**src/include/dcb_pkg.sv**
```systemverilog
// Constants of the drive command-data bank: function codes, scaling
// and timing. Assumes a 250 MHz core clock behind the field link.
`default_nettype none
package dcb_pkg;

  // Function codes of the command-data group, as the link addresses them
  localparam logic [7:0] CODE_FREQ_PU   = 8'h01; // freq_ref_per_unit
  localparam logic [7:0] CODE_FREQ_HZ   = 8'h05; // freq_ref_hz
  localparam logic [7:0] CODE_RUN_WORD  = 8'h06; // run_command_word
  localparam logic [7:0] CODE_PID       = 8'h0D; // pid_setpoint (13)
  localparam logic [7:0] CODE_FAULT_CLR = 8'h0E; // fault_clear_pulse (14)
  localparam logic [7:0] CODE_SPEED     = 8'h13; // speed_setpoint (19)
  localparam logic [7:0] CODE_EXT_PID1  = 8'h1F; // ext_pid_setpoint_one (31)
  localparam logic [7:0] CODE_EXT_PID2  = 8'h20; // ext_pid_setpoint_two (32)
  localparam logic [7:0] CODE_EXT_PID3  = 8'h21; // ext_pid_setpoint_three
  localparam logic [7:0] CODE_CLK_YM    = 8'h5A; // clock_year_month (90)
  localparam logic [7:0] CODE_CLK_DH    = 8'h5B; // clock_day_hour (91)
  localparam logic [7:0] CODE_CLK_MS    = 8'h5C; // clock_minute_second (92)
  localparam logic [7:0] CODE_CLK_CMT   = 8'h5D; // clock_commit (93)

  // Word layout and reset values
  localparam int          WORD_W        = 16;       // Register width
  localparam int          FAULT_BIT     = 15;       // Reset bit of run word
  localparam logic [15:0] REG_RST       = 16'h0000; // Reset of all words
  localparam logic [15:0] COMMIT_GO     = 16'h0001; // Commit request value

  // Scaling: full scale of per-unit quantities and signed word bounds
  localparam logic signed [15:0] FULL_SCALE_PU = 16'sh4E20; // 20000
  localparam logic signed [15:0] S16_MIN       = 16'sh8000; // -32768
  localparam logic signed [15:0] S16_MAX       = 16'sh7FFF; // 32767
  localparam logic signed [15:0] S16_ZERO      = 16'sh0000;

  // PID mode codes that select process control
  localparam logic [1:0] PID_MODE_PROC1 = 2'h1;
  localparam logic [1:0] PID_MODE_PROC2 = 2'h2;

  // Alarm-reset hold time and its count at 250 MHz
  localparam int CLK_MHZ          = 250;
  localparam int FAULT_HOLD_NS    = 1000;
  localparam int FAULT_HOLD_CYC   = (FAULT_HOLD_NS * CLK_MHZ + 999) / 1000;

  // Selected frequency source, one-hot
  typedef enum logic [2:0] {
    SRC_PU    = 3'b001,
    SRC_HZ    = 3'b010,
    SRC_SPEED = 3'b100
  } dcb_src_t;

endpackage : dcb_pkg
`default_nettype wire

```
**src/logic/dcb_cmd_bank.sv**
```systemverilog
// Command-data register bank of the drive, written and read by the
// serial field link through a simple function-code port.
// Assumes the link framing decodes each request into one-cycle strobes.
`timescale 1ns/1ns
`default_nettype none
module dcb_cmd_bank
  import dcb_pkg::*;
#(
  parameter int HOLD_CYC = FAULT_HOLD_CYC
) (
  input  wire logic        clk,              // 250 MHz core clock
  input  wire logic        sys_rst,          // Synchronous reset, high
  input  wire logic        cmd_wr,           // Write strobe, one cycle
  input  wire logic        cmd_rd,           // Read strobe, one cycle
  input  wire logic [7:0]  cmd_code,         // Function code number
  input  wire logic [15:0] cmd_wdata,        // Write word
  input  wire logic        link_src_valid,   // Source selections allow link
  input  wire logic        link_enable_input,// Enable pin, asynchronous
  input  wire logic [1:0]  pid_mode_select,  // PID control mode
  input  wire logic [15:0] freq_limit_pu,    // Upper limit, per-unit
  output logic [15:0]      cmd_rdata,        // Read word
  output logic             cmd_rvalid,       // Read word valid, pulse
  output logic [2:0]       freq_src,         // One-hot chosen source
  output logic [15:0]      freq_pu_applied,  // Clamped per-unit ref
  output logic [15:0]      freq_hz_applied,  // Hz ref, 0.01 Hz steps
  output logic [15:0]      speed_applied,    // Speed ref, rpm
  output logic [15:0]      pid_applied,      // PID setpoint in use
  output logic [15:0]      ext_pid_one,      // External PID one
  output logic [15:0]      ext_pid_two,      // External PID two
  output logic [15:0]      ext_pid_three,    // External PID three
  output logic [15:0]      gp_input_word,    // Run word to terminals
  output logic             fault_reset,      // Internal alarm reset
  output logic             rtc_load,         // Clock load pulse
  output logic [15:0]      rtc_year_month,   // Committed year/month
  output logic [15:0]      rtc_day_hour,     // Committed day/hour
  output logic [15:0]      rtc_min_sec       // Committed minute/second
);

  // Stored command words, as written by the link
  logic [15:0] pu_ff, nxt_pu;         // Per-unit frequency
  logic [15:0] hz_ff, nxt_hz;         // Hz frequency
  logic [15:0] run_ff, nxt_run;       // Run command word
  logic [15:0] pid_ff, nxt_pid;       // PID setpoint
  logic [15:0] spd_ff, nxt_spd;       // Speed setpoint
  logic [15:0] ex1_ff, nxt_ex1;       // External PID one
  logic [15:0] ex2_ff, nxt_ex2;       // External PID two
  logic [15:0] ex3_ff, nxt_ex3;       // External PID three
  logic [15:0] ym_ff, nxt_ym;         // Staged year/month
  logic [15:0] dh_ff, nxt_dh;         // Staged day/hour
  logic [15:0] ms_ff, nxt_ms;         // Staged minute/second
  logic [15:0] cmt_ff, nxt_cmt;       // Commit word

  // Read port
  logic [15:0] rdata_ff, nxt_rdata;   // Read data
  logic        rvalid_ff, nxt_rvalid; // Read valid

  // Applied values
  dcb_src_t    src_ff, nxt_src;       // Chosen source
  logic [15:0] fpu_ff, nxt_fpu;       // Clamped per-unit
  logic [15:0] pida_ff, nxt_pida;     // Applied PID

  // Clock commit outputs
  logic        load_ff, nxt_load;     // Load pulse
  logic [15:0] rym_ff, nxt_rym;       // Committed year/month
  logic [15:0] rdh_ff, nxt_rdh;       // Committed day/hour
  logic [15:0] rms_ff, nxt_rms;       // Committed minute/second

  // Enable pin synchroniser
  logic        le_meta_ff;            // First stage, read by second only
  logic        le_sync_ff;            // Usable enable level

  // Decodes and derived terms
  logic        wr_hit_run;            // Write to run word
  logic        wr_hit_clr;            // Write to fault-clear
  logic        link_ok;               // Link side valid
  logic        word_reset;            // Bit 15 high-to-low on run word
  logic        clr_start;             // Start the reset hold
  logic signed [15:0] lim;            // Effective per-unit limit
  logic signed [15:0] neg_lim;        // Its negative
  logic signed [15:0] pid_lo;         // PID lower bound
  logic signed [15:0] fpu_clamped;    // Clamp result, frequency
  logic signed [15:0] pid_clamped;    // Clamp result, PID

  // Two-flop synchroniser for the enable pin
  always_ff @(posedge clk) begin
    if (sys_rst) begin
      le_meta_ff <= 1'b0;
      le_sync_ff <= 1'b0;
    end else begin
      le_meta_ff <= link_enable_input;
      le_sync_ff <= le_meta_ff;
    end
  end

  // Request decodes and alarm-reset triggers
  always_comb begin
    wr_hit_run = cmd_wr && (cmd_code == CODE_RUN_WORD);
    wr_hit_clr = cmd_wr && (cmd_code == CODE_FAULT_CLR);
    link_ok    = link_src_valid && le_sync_ff;
    // Set then cleared by the host, only when link side is valid
    word_reset = wr_hit_run && run_ff[FAULT_BIT]
                 && !cmd_wdata[FAULT_BIT] && link_ok;
    // Writing one always acts, whatever the link source
    clr_start  = (wr_hit_clr && (cmd_wdata == COMMIT_GO))
                 || word_reset;
  end

  // Stored words: any 16-bit pattern is accepted as written
  always_comb begin
    nxt_pu  = pu_ff;
    nxt_hz  = hz_ff;
    nxt_run = run_ff;
    nxt_pid = pid_ff;
    nxt_spd = spd_ff;
    nxt_ex1 = ex1_ff;
    nxt_ex2 = ex2_ff;
    nxt_ex3 = ex3_ff;
    nxt_ym  = ym_ff;
    nxt_dh  = dh_ff;
    nxt_ms  = ms_ff;
    // Commit word clears itself once the load has gone out
    nxt_cmt = load_ff ? REG_RST : cmt_ff;
    if (cmd_wr) begin
      case (cmd_code)
        CODE_FREQ_PU:  nxt_pu  = cmd_wdata;
        CODE_FREQ_HZ:  nxt_hz  = cmd_wdata;
        CODE_RUN_WORD: nxt_run = cmd_wdata;
        CODE_PID:      nxt_pid = cmd_wdata;
        CODE_SPEED:    nxt_spd = cmd_wdata;
        CODE_EXT_PID1: nxt_ex1 = cmd_wdata;
        CODE_EXT_PID2: nxt_ex2 = cmd_wdata;
        CODE_EXT_PID3: nxt_ex3 = cmd_wdata;
        CODE_CLK_YM:   nxt_ym  = cmd_wdata;
        CODE_CLK_DH:   nxt_dh  = cmd_wdata;
        CODE_CLK_MS:   nxt_ms  = cmd_wdata;
        CODE_CLK_CMT:  nxt_cmt = cmd_wdata;
        default:       nxt_pu  = pu_ff;              // Unmapped, ignored
      endcase
    end
  end

  // Stored word registers
  always_ff @(posedge clk) begin
    if (sys_rst) begin
      pu_ff  <= REG_RST;
      hz_ff  <= REG_RST;
      run_ff <= REG_RST;
      pid_ff <= REG_RST;
      spd_ff <= REG_RST;
      ex1_ff <= REG_RST;
      ex2_ff <= REG_RST;
      ex3_ff <= REG_RST;
      ym_ff  <= REG_RST;
      dh_ff  <= REG_RST;
      ms_ff  <= REG_RST;
      cmt_ff <= REG_RST;
    end else begin
      pu_ff  <= nxt_pu;
      hz_ff  <= nxt_hz;
      run_ff <= nxt_run;
      pid_ff <= nxt_pid;
      spd_ff <= nxt_spd;
      ex1_ff <= nxt_ex1;
      ex2_ff <= nxt_ex2;
      ex3_ff <= nxt_ex3;
      ym_ff  <= nxt_ym;
      dh_ff  <= nxt_dh;
      ms_ff  <= nxt_ms;
      cmt_ff <= nxt_cmt;
    end
  end

  // Read mux: stored words, never the applied values
  always_comb begin
    nxt_rvalid = cmd_rd;
    nxt_rdata  = rdata_ff;
    if (cmd_rd) begin
      case (cmd_code)
        CODE_FREQ_PU:   nxt_rdata = pu_ff;
        CODE_FREQ_HZ:   nxt_rdata = hz_ff;
        CODE_RUN_WORD:  nxt_rdata = run_ff;
        CODE_PID:       nxt_rdata = pid_ff;
        CODE_FAULT_CLR: nxt_rdata = REG_RST;
        CODE_SPEED:     nxt_rdata = spd_ff;
        CODE_EXT_PID1:  nxt_rdata = ex1_ff;
        CODE_EXT_PID2:  nxt_rdata = ex2_ff;
        CODE_EXT_PID3:  nxt_rdata = ex3_ff;
        CODE_CLK_YM:    nxt_rdata = ym_ff;
        CODE_CLK_DH:    nxt_rdata = dh_ff;
        CODE_CLK_MS:    nxt_rdata = ms_ff;
        CODE_CLK_CMT:   nxt_rdata = cmt_ff;
        default:        nxt_rdata = REG_RST;         // Unmapped reads zero
      endcase
    end
  end

  // Read registers
  always_ff @(posedge clk) begin
    if (sys_rst) begin
      rdata_ff  <= REG_RST;
      rvalid_ff <= 1'b0;
    end else begin
      rdata_ff  <= nxt_rdata;
      rvalid_ff <= nxt_rvalid;
    end
  end

  // Limit: the configured upper limit when 0 up to below full scale, else full scale
  always_comb begin
    lim = FULL_SCALE_PU;
    if (($signed(freq_limit_pu) >= S16_ZERO)
        && ($signed(freq_limit_pu) < FULL_SCALE_PU)) begin
      lim = $signed(freq_limit_pu);
    end
    neg_lim = -lim;
    // Process PID floors the setpoint at zero
    if ((pid_mode_select == PID_MODE_PROC1)
        || (pid_mode_select == PID_MODE_PROC2)) begin
      pid_lo = S16_ZERO;
    end else begin
      pid_lo = S16_MIN;
    end
  end

  // Per-unit frequency bounded to the limit
  dcb_clamp #(.W(WORD_W)) u_freq_clamp (
    .value   ($signed(pu_ff)),
    .lo      (neg_lim),
    .hi      (lim),
    .clamped (fpu_clamped)
  );

  // PID setpoint floored in process mode
  dcb_clamp #(.W(WORD_W)) u_pid_clamp (
    .value   ($signed(pid_ff)),
    .lo      (pid_lo),
    .hi      (S16_MAX),
    .clamped (pid_clamped)
  );

  // Source precedence and clock commit
  always_comb begin
    if (pu_ff != REG_RST) begin
      nxt_src = SRC_PU;
    end else if (hz_ff != REG_RST) begin
      nxt_src = SRC_HZ;
    end else begin
      nxt_src = SRC_SPEED;
    end
    nxt_fpu  = fpu_clamped;
    nxt_pida = pid_clamped;
    nxt_load = (cmt_ff == COMMIT_GO) && !load_ff;
    nxt_rym  = nxt_load ? ym_ff : rym_ff;
    nxt_rdh  = nxt_load ? dh_ff : rdh_ff;
    nxt_rms  = nxt_load ? ms_ff : rms_ff;
  end

  // Applied and commit registers
  always_ff @(posedge clk) begin
    if (sys_rst) begin
      src_ff  <= SRC_SPEED;
      fpu_ff  <= REG_RST;
      pida_ff <= REG_RST;
      load_ff <= 1'b0;
      rym_ff  <= REG_RST;
      rdh_ff  <= REG_RST;
      rms_ff  <= REG_RST;
    end else begin
      src_ff  <= nxt_src;
      fpu_ff  <= nxt_fpu;
      pida_ff <= nxt_pida;
      load_ff <= nxt_load;
      rym_ff  <= nxt_rym;
      rdh_ff  <= nxt_rdh;
      rms_ff  <= nxt_rms;
    end
  end

  // Timed internal alarm reset, no clearing write needed
  dcb_hold_timer #(.HOLD(HOLD_CYC)) u_fault_hold (
    .clk     (clk),
    .sys_rst (sys_rst),
    .start   (clr_start),
    .active  (fault_reset)
  );

  // Outputs, each straight from a register
  assign cmd_rdata       = rdata_ff;
  assign cmd_rvalid      = rvalid_ff;
  assign freq_src        = src_ff;
  assign freq_pu_applied = fpu_ff;
  assign freq_hz_applied = hz_ff;
  assign speed_applied   = spd_ff;
  assign pid_applied     = pida_ff;
  assign ext_pid_one     = ex1_ff;
  assign ext_pid_two     = ex2_ff;
  assign ext_pid_three   = ex3_ff;
  // Run bits pass through untouched, so a held run resumes at reset
  assign gp_input_word   = run_ff;
  assign rtc_load        = load_ff;
  assign rtc_year_month  = rym_ff;
  assign rtc_day_hour    = rdh_ff;
  assign rtc_min_sec     = rms_ff;
endmodule : dcb_cmd_bank
`default_nettype wire

```
**src/logic/dcb_clamp.sv**
```systemverilog
// Signed clamp of one 16-bit command into a window.
// Assumes lo is not above hi; purely combinational.
`timescale 1ns/1ns
`default_nettype none
module dcb_clamp
  import dcb_pkg::*;
#(
  parameter int W = WORD_W
) (
  input  wire logic signed [W-1:0] value,   // Raw command
  input  wire logic signed [W-1:0] lo,      // Lower bound
  input  wire logic signed [W-1:0] hi,      // Upper bound
  output var  logic signed [W-1:0] clamped  // Bounded command
);

  // Pick bound or value
  always_comb begin
    if (value < lo) begin
      clamped = lo;
    end else if (value > hi) begin
      clamped = hi;
    end else begin
      clamped = value;
    end
  end

endmodule : dcb_clamp
`default_nettype wire

```
**src/logic/dcb_hold_timer.sv**
```systemverilog
// Retriggerable hold timer: a start pulse holds active for HOLD cycles.
// Assumes start is a one-cycle pulse on the core clock.
`timescale 1ns/1ns
`default_nettype none
module dcb_hold_timer
  import dcb_pkg::*;
#(
  parameter int HOLD = FAULT_HOLD_CYC
) (
  input  wire logic clk,      // Core clock
  input  wire logic sys_rst,  // Synchronous reset, high
  input  wire logic start,    // Trigger pulse
  output var  logic active    // Held level, from a flop
);

  logic [15:0] cnt_ff;      // Cycles left
  logic [15:0] nxt_cnt;
  logic        active_ff;   // Registered level
  logic        nxt_active;

  // Load on start, count down otherwise
  always_comb begin
    nxt_cnt    = cnt_ff;
    nxt_active = active_ff;
    if (start) begin
      nxt_cnt    = 16'(HOLD - 1);
      nxt_active = 1'b1;
    end else if (cnt_ff != 16'h0000) begin
      nxt_cnt    = cnt_ff - 16'h0001;
    end else begin
      nxt_active = 1'b0;
    end
  end

  // State registers
  always_ff @(posedge clk) begin
    if (sys_rst) begin
      cnt_ff    <= 16'h0000;
      active_ff <= 1'b0;
    end else begin
      cnt_ff    <= nxt_cnt;
      active_ff <= nxt_active;
    end
  end

  assign active = active_ff;
endmodule : dcb_hold_timer
`default_nettype wire

```
**config.mk**
```make
export PLATFORM = sky130hd
export DESIGN_NAME = dcb_cmd_bank
export DESIGN_NICKNAME = d
export VERILOG_FILES = /design/src/include/dcb_pkg.sv /design/src/logic/dcb_cmd_bank.sv /design/src/logic/dcb_clamp.sv /design/src/logic/dcb_hold_timer.sv
export SDC_FILE = /design/constraint.sdc
export NUM_CORES = 1
export LEC_CHECK = 0
export BUFFER_PORTS_ARGS = -buffer_cell sky130_fd_sc_hd__clkbuf_2
export CAP_MARGIN = 20
export CORE_UTILIZATION = 35
export CTS_BUF_LIST = sky130_fd_sc_hd__clkbuf_8
export DETAILED_ROUTE_END_ITERATION = 6
export SLEW_MARGIN = 20
export SYNTH_ARGS = -nofsm -noshare
export SYNTH_HDL_FRONTEND = slang
export SYNTH_HIERARCHICAL = 1
export SYNTH_SLANG_ARGS = --single-unit
```
**constraint.sdc**
```tcl
create_clock -name clk -period 3.95 [get_ports clk]
set_clock_uncertainty 0.2 [all_clocks]
set_input_delay 0.395 -clock clk [delete_from_list [all_inputs] [get_ports clk]]
set_output_delay 0.395 -clock clk [all_outputs]
set_load 0.01 [all_outputs]
```
==> results.cfg, run 1 <==
[run_status]
outcome = finished, final reports clean

[detailed_routing]
drt_iter0_markers = 1414
via_per_inst = 5.54
ant_nets = 0
vias = 16500
wl_um = 62600
drc_errors = 0
drt_first_pass_iters = 6
routedWlPerCell_um = 21.0

[floorplan]
die_height_um = 219
die_w_um = 219
dieArea_mm2 = 0.0482
start_util_pct = 35.6
row_count = 79
io_pins = 246
core_mm2 = 0.0466

[layout]
diodes = 0
fin_cells = 2978
seq_area_mm2 = 0.00625
fillers = 4660
multi_input_area_mm2 = 0.00966
final_cell_mix = nand2_1 (324), dfxtp_1 (312), clkbuf_2 (244)
area_delta_synth_final_pct = 21.6
layout-drive-gt1-share_pct = 20.4
final_common_cell = nand2_1
fin_nets = 2441

[global_routing]
grtUsageMet2_pct = 40.6
grt-ovfl-total = 0
grtUsageMet3_pct = 5.13
grt_max_degree = 115
antenna_found_initial = 0
grt_pass1_vias = 15300
grt_usage_pct = 25.4
use_met1_pct = 33.3
top_usage_layer = met2
grt_pass1_wl_um = 92700

[synthesis]
synthFlopType = dfxtp_1
ys_seq_elements = 312
yosys.area.top_type = dfxtp_1
synth_seq_area_share_pct = 37.7
synth_area_leaders = dfxtp_1 (38%), nand2_1 (7.3%), mux2i_1 (6.8%)
synth_area_mm2 = 0.0166
syn_inst = 2020
synth-edff-count = 0
synth-async-reset-ratio_pct = 0
yosysWarnings = 6
netlist.area_leader.share_pct = 37.7
synth.distinct_cells = 85
avgSynthCellArea_um2 = 8.19

[placed_design]
portBuffers = 245
detailed_place_hpwl_um = 45000
placed_cells = 2864
place_congestion = 0.915

[sta]
slew_violations = 0
finalCriticalPeriod_ps = 3800
rsz0062_at_grt = no
slew_headroom_pct = 15.6
tightest_slew_ps = 1250
period_share_pct = 96.1
finalHoldViolations = 0
hold_ws_ps = 42.3
max_freq_mhz = 263
setup_viol_count_final = 0

[pwr]
pwr-share-seq_pct = 41.9
p_per_area_mw_per_mm2 = 396
p_int_uw = 5660
ir_drop_mv = 0.306
cellLeakagePower_uw = 0.00892
p_switching_uw = 2330
p_clk_share_pct = 43.8
comb_power_share_pct = 14.3
switching_share_pct = 29.1

[cts]
htreeDepth = 2
cts_hold_buf = 13
cts-root-buf = clkbuf_8
max-clock-path-buffers = 3
cts_sinks = 312
clk-insertion-delay-late_ps = 670
clk_pin_slew_worst_paths_ps = 70
postCtsResizedCells = 0
cts_tree = built
cts_made_buffers = 57
post_cts_buffers = 0

[job]
cap_violations = 0

[critical_path]
crit_buf_inv = 3
cp.arrival_ps = 4120
path_class = in -> reg
critical_path.cell_chain = dlygate4sd3_1 -> clkbuf_2 -> nor4_1 -> nand4_1 -> nor4b_1 -> a41oi_1 -> nor4b_1 -> buf_4 -> or2_1 -> or3_1 -> o41ai_1
crit_slowest_cell = nor4b_1
required_ps = 4270
crit_top_cell = nor4b_1
startpoint_type = input port
critPathTopFamily = simple AND/OR/NAND/NOR gates
slowest_delay_ps = 1030
critPathMaxFanout = 9
cp-end-kind = flip-flop

[worst_hold_path]
holdCritPathClass = in -> reg
==> cell type report <==
cell class / instances / share of cell area [%]
multi-input combinational: 1556 / 48.0
timing repair buffer: 322 / 9.35
inverter: 80 / 1.49
tap: 607 / 3.77
clock inverter: 32 / 1.67
sequential: 312 / 31.0
clock buffer: 69 / 4.72
==> final timing paths <==
path / from / to / slack, ps / depth (start not counted)
setup / recovery: cmd_wdata[4] / u_fault_hold/cnt_ff[15] / 150 / 11
hold / removal: cmd_wdata[9] / cmt_ff[9] / 40 / 4
setup reg to reg: pid_ff[15] / pid_applied[6] / 890 / 7
hold reg to reg: rtc_day_hour[13] / rtc_day_hour[13] / 250 / 2
==> cells in the mapped netlist (5+ instances only) <==
cell / instances
mux2_4: 18
and3_1: 9
nor4_1: 23
a211oi_1: 19
a21oi_1: 181
a32oi_1: 8
a22o_1: 11
o21ai_0: 29
a221oi_1: 14
and2_1: 12
nand3_1: 94
a21o_1: 6
nand2b_1: 7
ha_1: 64
nor2b_1: 49
xor2_1: 8
or3_1: 13
a32o_1: 11
dfxtp_1: 312
a222oi_1: 6
buf_6: 5
clkbuf_1: 87
mux2_2: 32
a22oi_1: 44
mux2i_1: 113
nand3b_1: 15
nor3_1: 19
o21a_1: 7
buf_2: 49
nand2_1: 324
a31oi_1: 38
or4_1: 5
xnor2_1: 6
nand4_1: 21
inv_1: 78
o31ai_1: 7
nor2_1: 174
a21boi_0: 5
==> logic make-up after synthesis <==
group	after synthesis	share of synthesized area, %
mux	165	10.8
fa+ha+maj	64	4.84
compound gates	429	16.9
other cells	2	0.0454
flops	312	37.7
buf+inv	232	5.97
simple gates	802	22.9
xor+xnor	14	0.741
==> routing by layer <==
layer / wire length, um / up-vias
met4: 2330 / 0
met2: 28600 / 675
li1: - / 7696
met5: 0 / -
met3: 4720 / 132
met1: 27000 / 7984
==> stage by stage <==
step	TNS (ps)	util [%]	setup slack (ps)	total power [uW]	area (um^2)
5_1_grt	0	43.2	99.8	8310	20100
2_1_floorplan	0	-	16.1	4200	16900
6_report	0	43.2	153	7980	20100
4_1_cts	0	43.2	296	8020	20100
3_3_place_gp	-25.1	40.2	-25.1	4500	18700
3_5_place_dp	-1430	40.2	-107	4520	18700
==> worst min-delay path, stage by stage <==
cell	delay, ps
clkbuf_2	90
buf_4	220
nand2_1	90
a21oi_1	60
==> power by group through the flow <==
stage                     sequential, uW  combinational (uW)  clock [uW]
after floorplan                     3400                 800           0
after global placement              3410                1090           0
after detailed placement            3410                1110           0
after CTS                           3350                1130        3550
after global routing                3360                1260        3690
final                               3350                1140        3490
No activity file was read; power rests on OpenSTA's default activity.
==> inputs of run 2 (changes only) <==
--- a/config.mk
+++ b/config.mk
@@ -7,9 +7,12 @@
 export LEC_CHECK = 0
 export BUFFER_PORTS_ARGS = -buffer_cell sky130_fd_sc_hd__clkbuf_2
 export CAP_MARGIN = 20
+export CELL_PAD_IN_SITES_DETAIL_PLACEMENT = 1
+export CELL_PAD_IN_SITES_GLOBAL_PLACEMENT = 1
 export CORE_UTILIZATION = 35
 export CTS_BUF_LIST = sky130_fd_sc_hd__clkbuf_8
 export DETAILED_ROUTE_END_ITERATION = 6
+export PLACE_DENSITY_LB_ADDON = 0.1
 export SLEW_MARGIN = 20
 export SYNTH_ARGS = -nofsm -noshare
 export SYNTH_HDL_FRONTEND = slang
==> run 2 against run 1 <==
Critical path depth is 1 lower. Wire length is 12% higher. Combinational power is 5% higher. Worst hold slack better by 13 ps. First-iteration DRC count is 33% lower. Register-to-register slack worse by 160 ps. Critical path type unchanged. Highest routed layer unchanged.
==> results.cfg, run 2 (synthesis gave the netlist of run 1 again) <==
[placed_design]
place_congestion = 0.901
pre_cts_ws_ps = -161
detailed_place_hpwl_um = 50400
portBuffers = 245

[global_routing]
antenna_found_initial = 0
grt_pass1_wl_um = 105000
grt_usage_pct = 28.9
grt_pass1_vias = 16900
grt-ovfl-total = 0
grt_max_degree = 142

[detailed_routing]
via_per_inst = 5.57
drt_first_pass_iters = 5
wl_um = 70500
drt_iter0_markers = 950
drc_errors = 0
ant_nets = 0
vias = 16700
routedWlPerCell_um = 23.6

[layout]
postLayoutCoreUtil_pct = 43.1
area_delta_synth_final_pct = 21.2
final_common_cell = nand2_1
final_cell_mix = nand2_1 (324), dfxtp_1 (312), clkbuf_2 (244)
layout-drive-gt1-share_pct = 20.1
fin_nets = 2459
diodes = 0
fillers = 5655

[pwr]
p_int_uw = 5270
ir_drop_mv = 0.381
p_per_area_mw_per_mm2 = 380
p_clk_share_pct = 40.3
cellLeakagePower_uw = 0.00894
p_switching_uw = 2360
pwr-share-seq_pct = 44.0
switching_share_pct = 30.9
comb_power_share_pct = 15.7

[cts]
clk-insertion-delay-late_ps = 700
max-clock-path-buffers = 3
postCtsResizedCells = 0
clk_pin_slew_worst_paths_ps = 60
cts_tree = built
cts_made_buffers = 57
cts-root-buf = clkbuf_8
cts_sinks = 312
htreeDepth = 2

[floorplan]
start_util_pct = 35.6
die_w_um = 219
die_height_um = 219
io_pins = 246
core_mm2 = 0.0466
row_count = 79
dieArea_mm2 = 0.0482

[sta]
fin_ws_ps = 437
setup_viol_count_final = 0
max_freq_mhz = 285
hold_ws_ps = 55.4
tightest_slew_ps = 1110
setup-tns-final_ps = 0
slew_violations = 0
finalCriticalPeriod_ps = 3510
period_share_pct = 88.9
rsz0062_at_grt = no
finalHoldViolations = 0
slew_headroom_pct = 25.0

[job]
cap_violations = 0

[worst_hold_path]
hold_end = le_meta_ff
holdCritPathClass = in -> reg
hold_depth = 2
hp-start = sys_rst

[critical_path]
r2r_slack_ps = 730
crit_slowest_cell = nor4b_1
startpoint_type = input port
critPathMaxFanout = 16
critical_path.cell_chain = clkbuf_2 -> and2_1 -> nand4_1 -> nor4b_1 -> a41oi_1 -> nor4b_1 -> buf_4 -> or2_1 -> buf_4 -> o31ai_1
r2r_start = pid_ff[15]
cp-end-kind = flip-flop
reg2regPathDepth = 7
r2r-end = pid_applied[8]
path_class = in -> reg
cp.arrival_ps = 3880
slowest_delay_ps = 950
required_ps = 4310
cp-startpoint = cmd_code[2]

[run_status]
outcome = finished, final reports clean
run 2: layer usage:
metal	track usage, %	up-vias	share of wire, %
met5	0	-	0
met4	10.5	0	3.4
met3	3.71	144	4.9
met2	49.8	501	49
met1	36.7	8288	43
li1	-	7726	-
run 2: worst max-delay path: cells and delay by family:
kind	cells	cell delay (ps)
AOI/OAI and AO/OA	2	160
and+or+nand+nor	5	2460
buffers and inverters	3	850
run 2: layout make-up:
cell class,count,area (um^2),area share [%]
multi-input cells,1556,9660,48.1
clock inverters,25,126,0.630
inverters,80,300,1.50
well taps,607,759,3.78
clock buffers,70,963,4.80
repair buffers,340,2010,10.0
flip-flops and latches,312,6250,31.1
run 2: worst max-delay path by stage:
stage                     cells after the start                      to  slack (ps)
after floorplan                              20     freq_pu_applied[14]          20
after global placement                       10  u_fault_hold/cnt_ff[2]         -60
after detailed placement                     19      freq_pu_applied[3]        -160
after CTS                                    19      freq_pu_applied[3]         570
after global routing                         20     freq_pu_applied[15]         290
final                                        10  u_fault_hold/cnt_ff[2]         440
run 2: what timing repair did:
action,CTS,global route
hold buffers,18,0
buffers inserted,0,0
hold endpoints to repair,59,0
run 2: power groups by stage:
| stage | logic (uW) | clock network [uW] | registers, uW |
|---|---|---|---|
| floorplan | 800 | 0 | 3400 |
| global placement | 1140 | 0 | 3410 |
| detailed placement | 1160 | 0 | 3420 |
| CTS | 1190 | 3150 | 3350 |
| global route | 1310 | 3280 | 3370 |
| finish | 1200 | 3080 | 3350 |
run 2: through the flow:
stage | power (uW) | instances | cell area (um^2)
6_report | 7630 | 2990 | 20100
5_1_grt | 7960 | 2990 | 20100
4_1_cts | 7700 | 2990 | 20100
3_5_place_dp | 4580 | 2877 | 18800
3_3_place_gp | 4550 | 2876 | 18800
2_1_floorplan | 4200 | 2100 | 16900
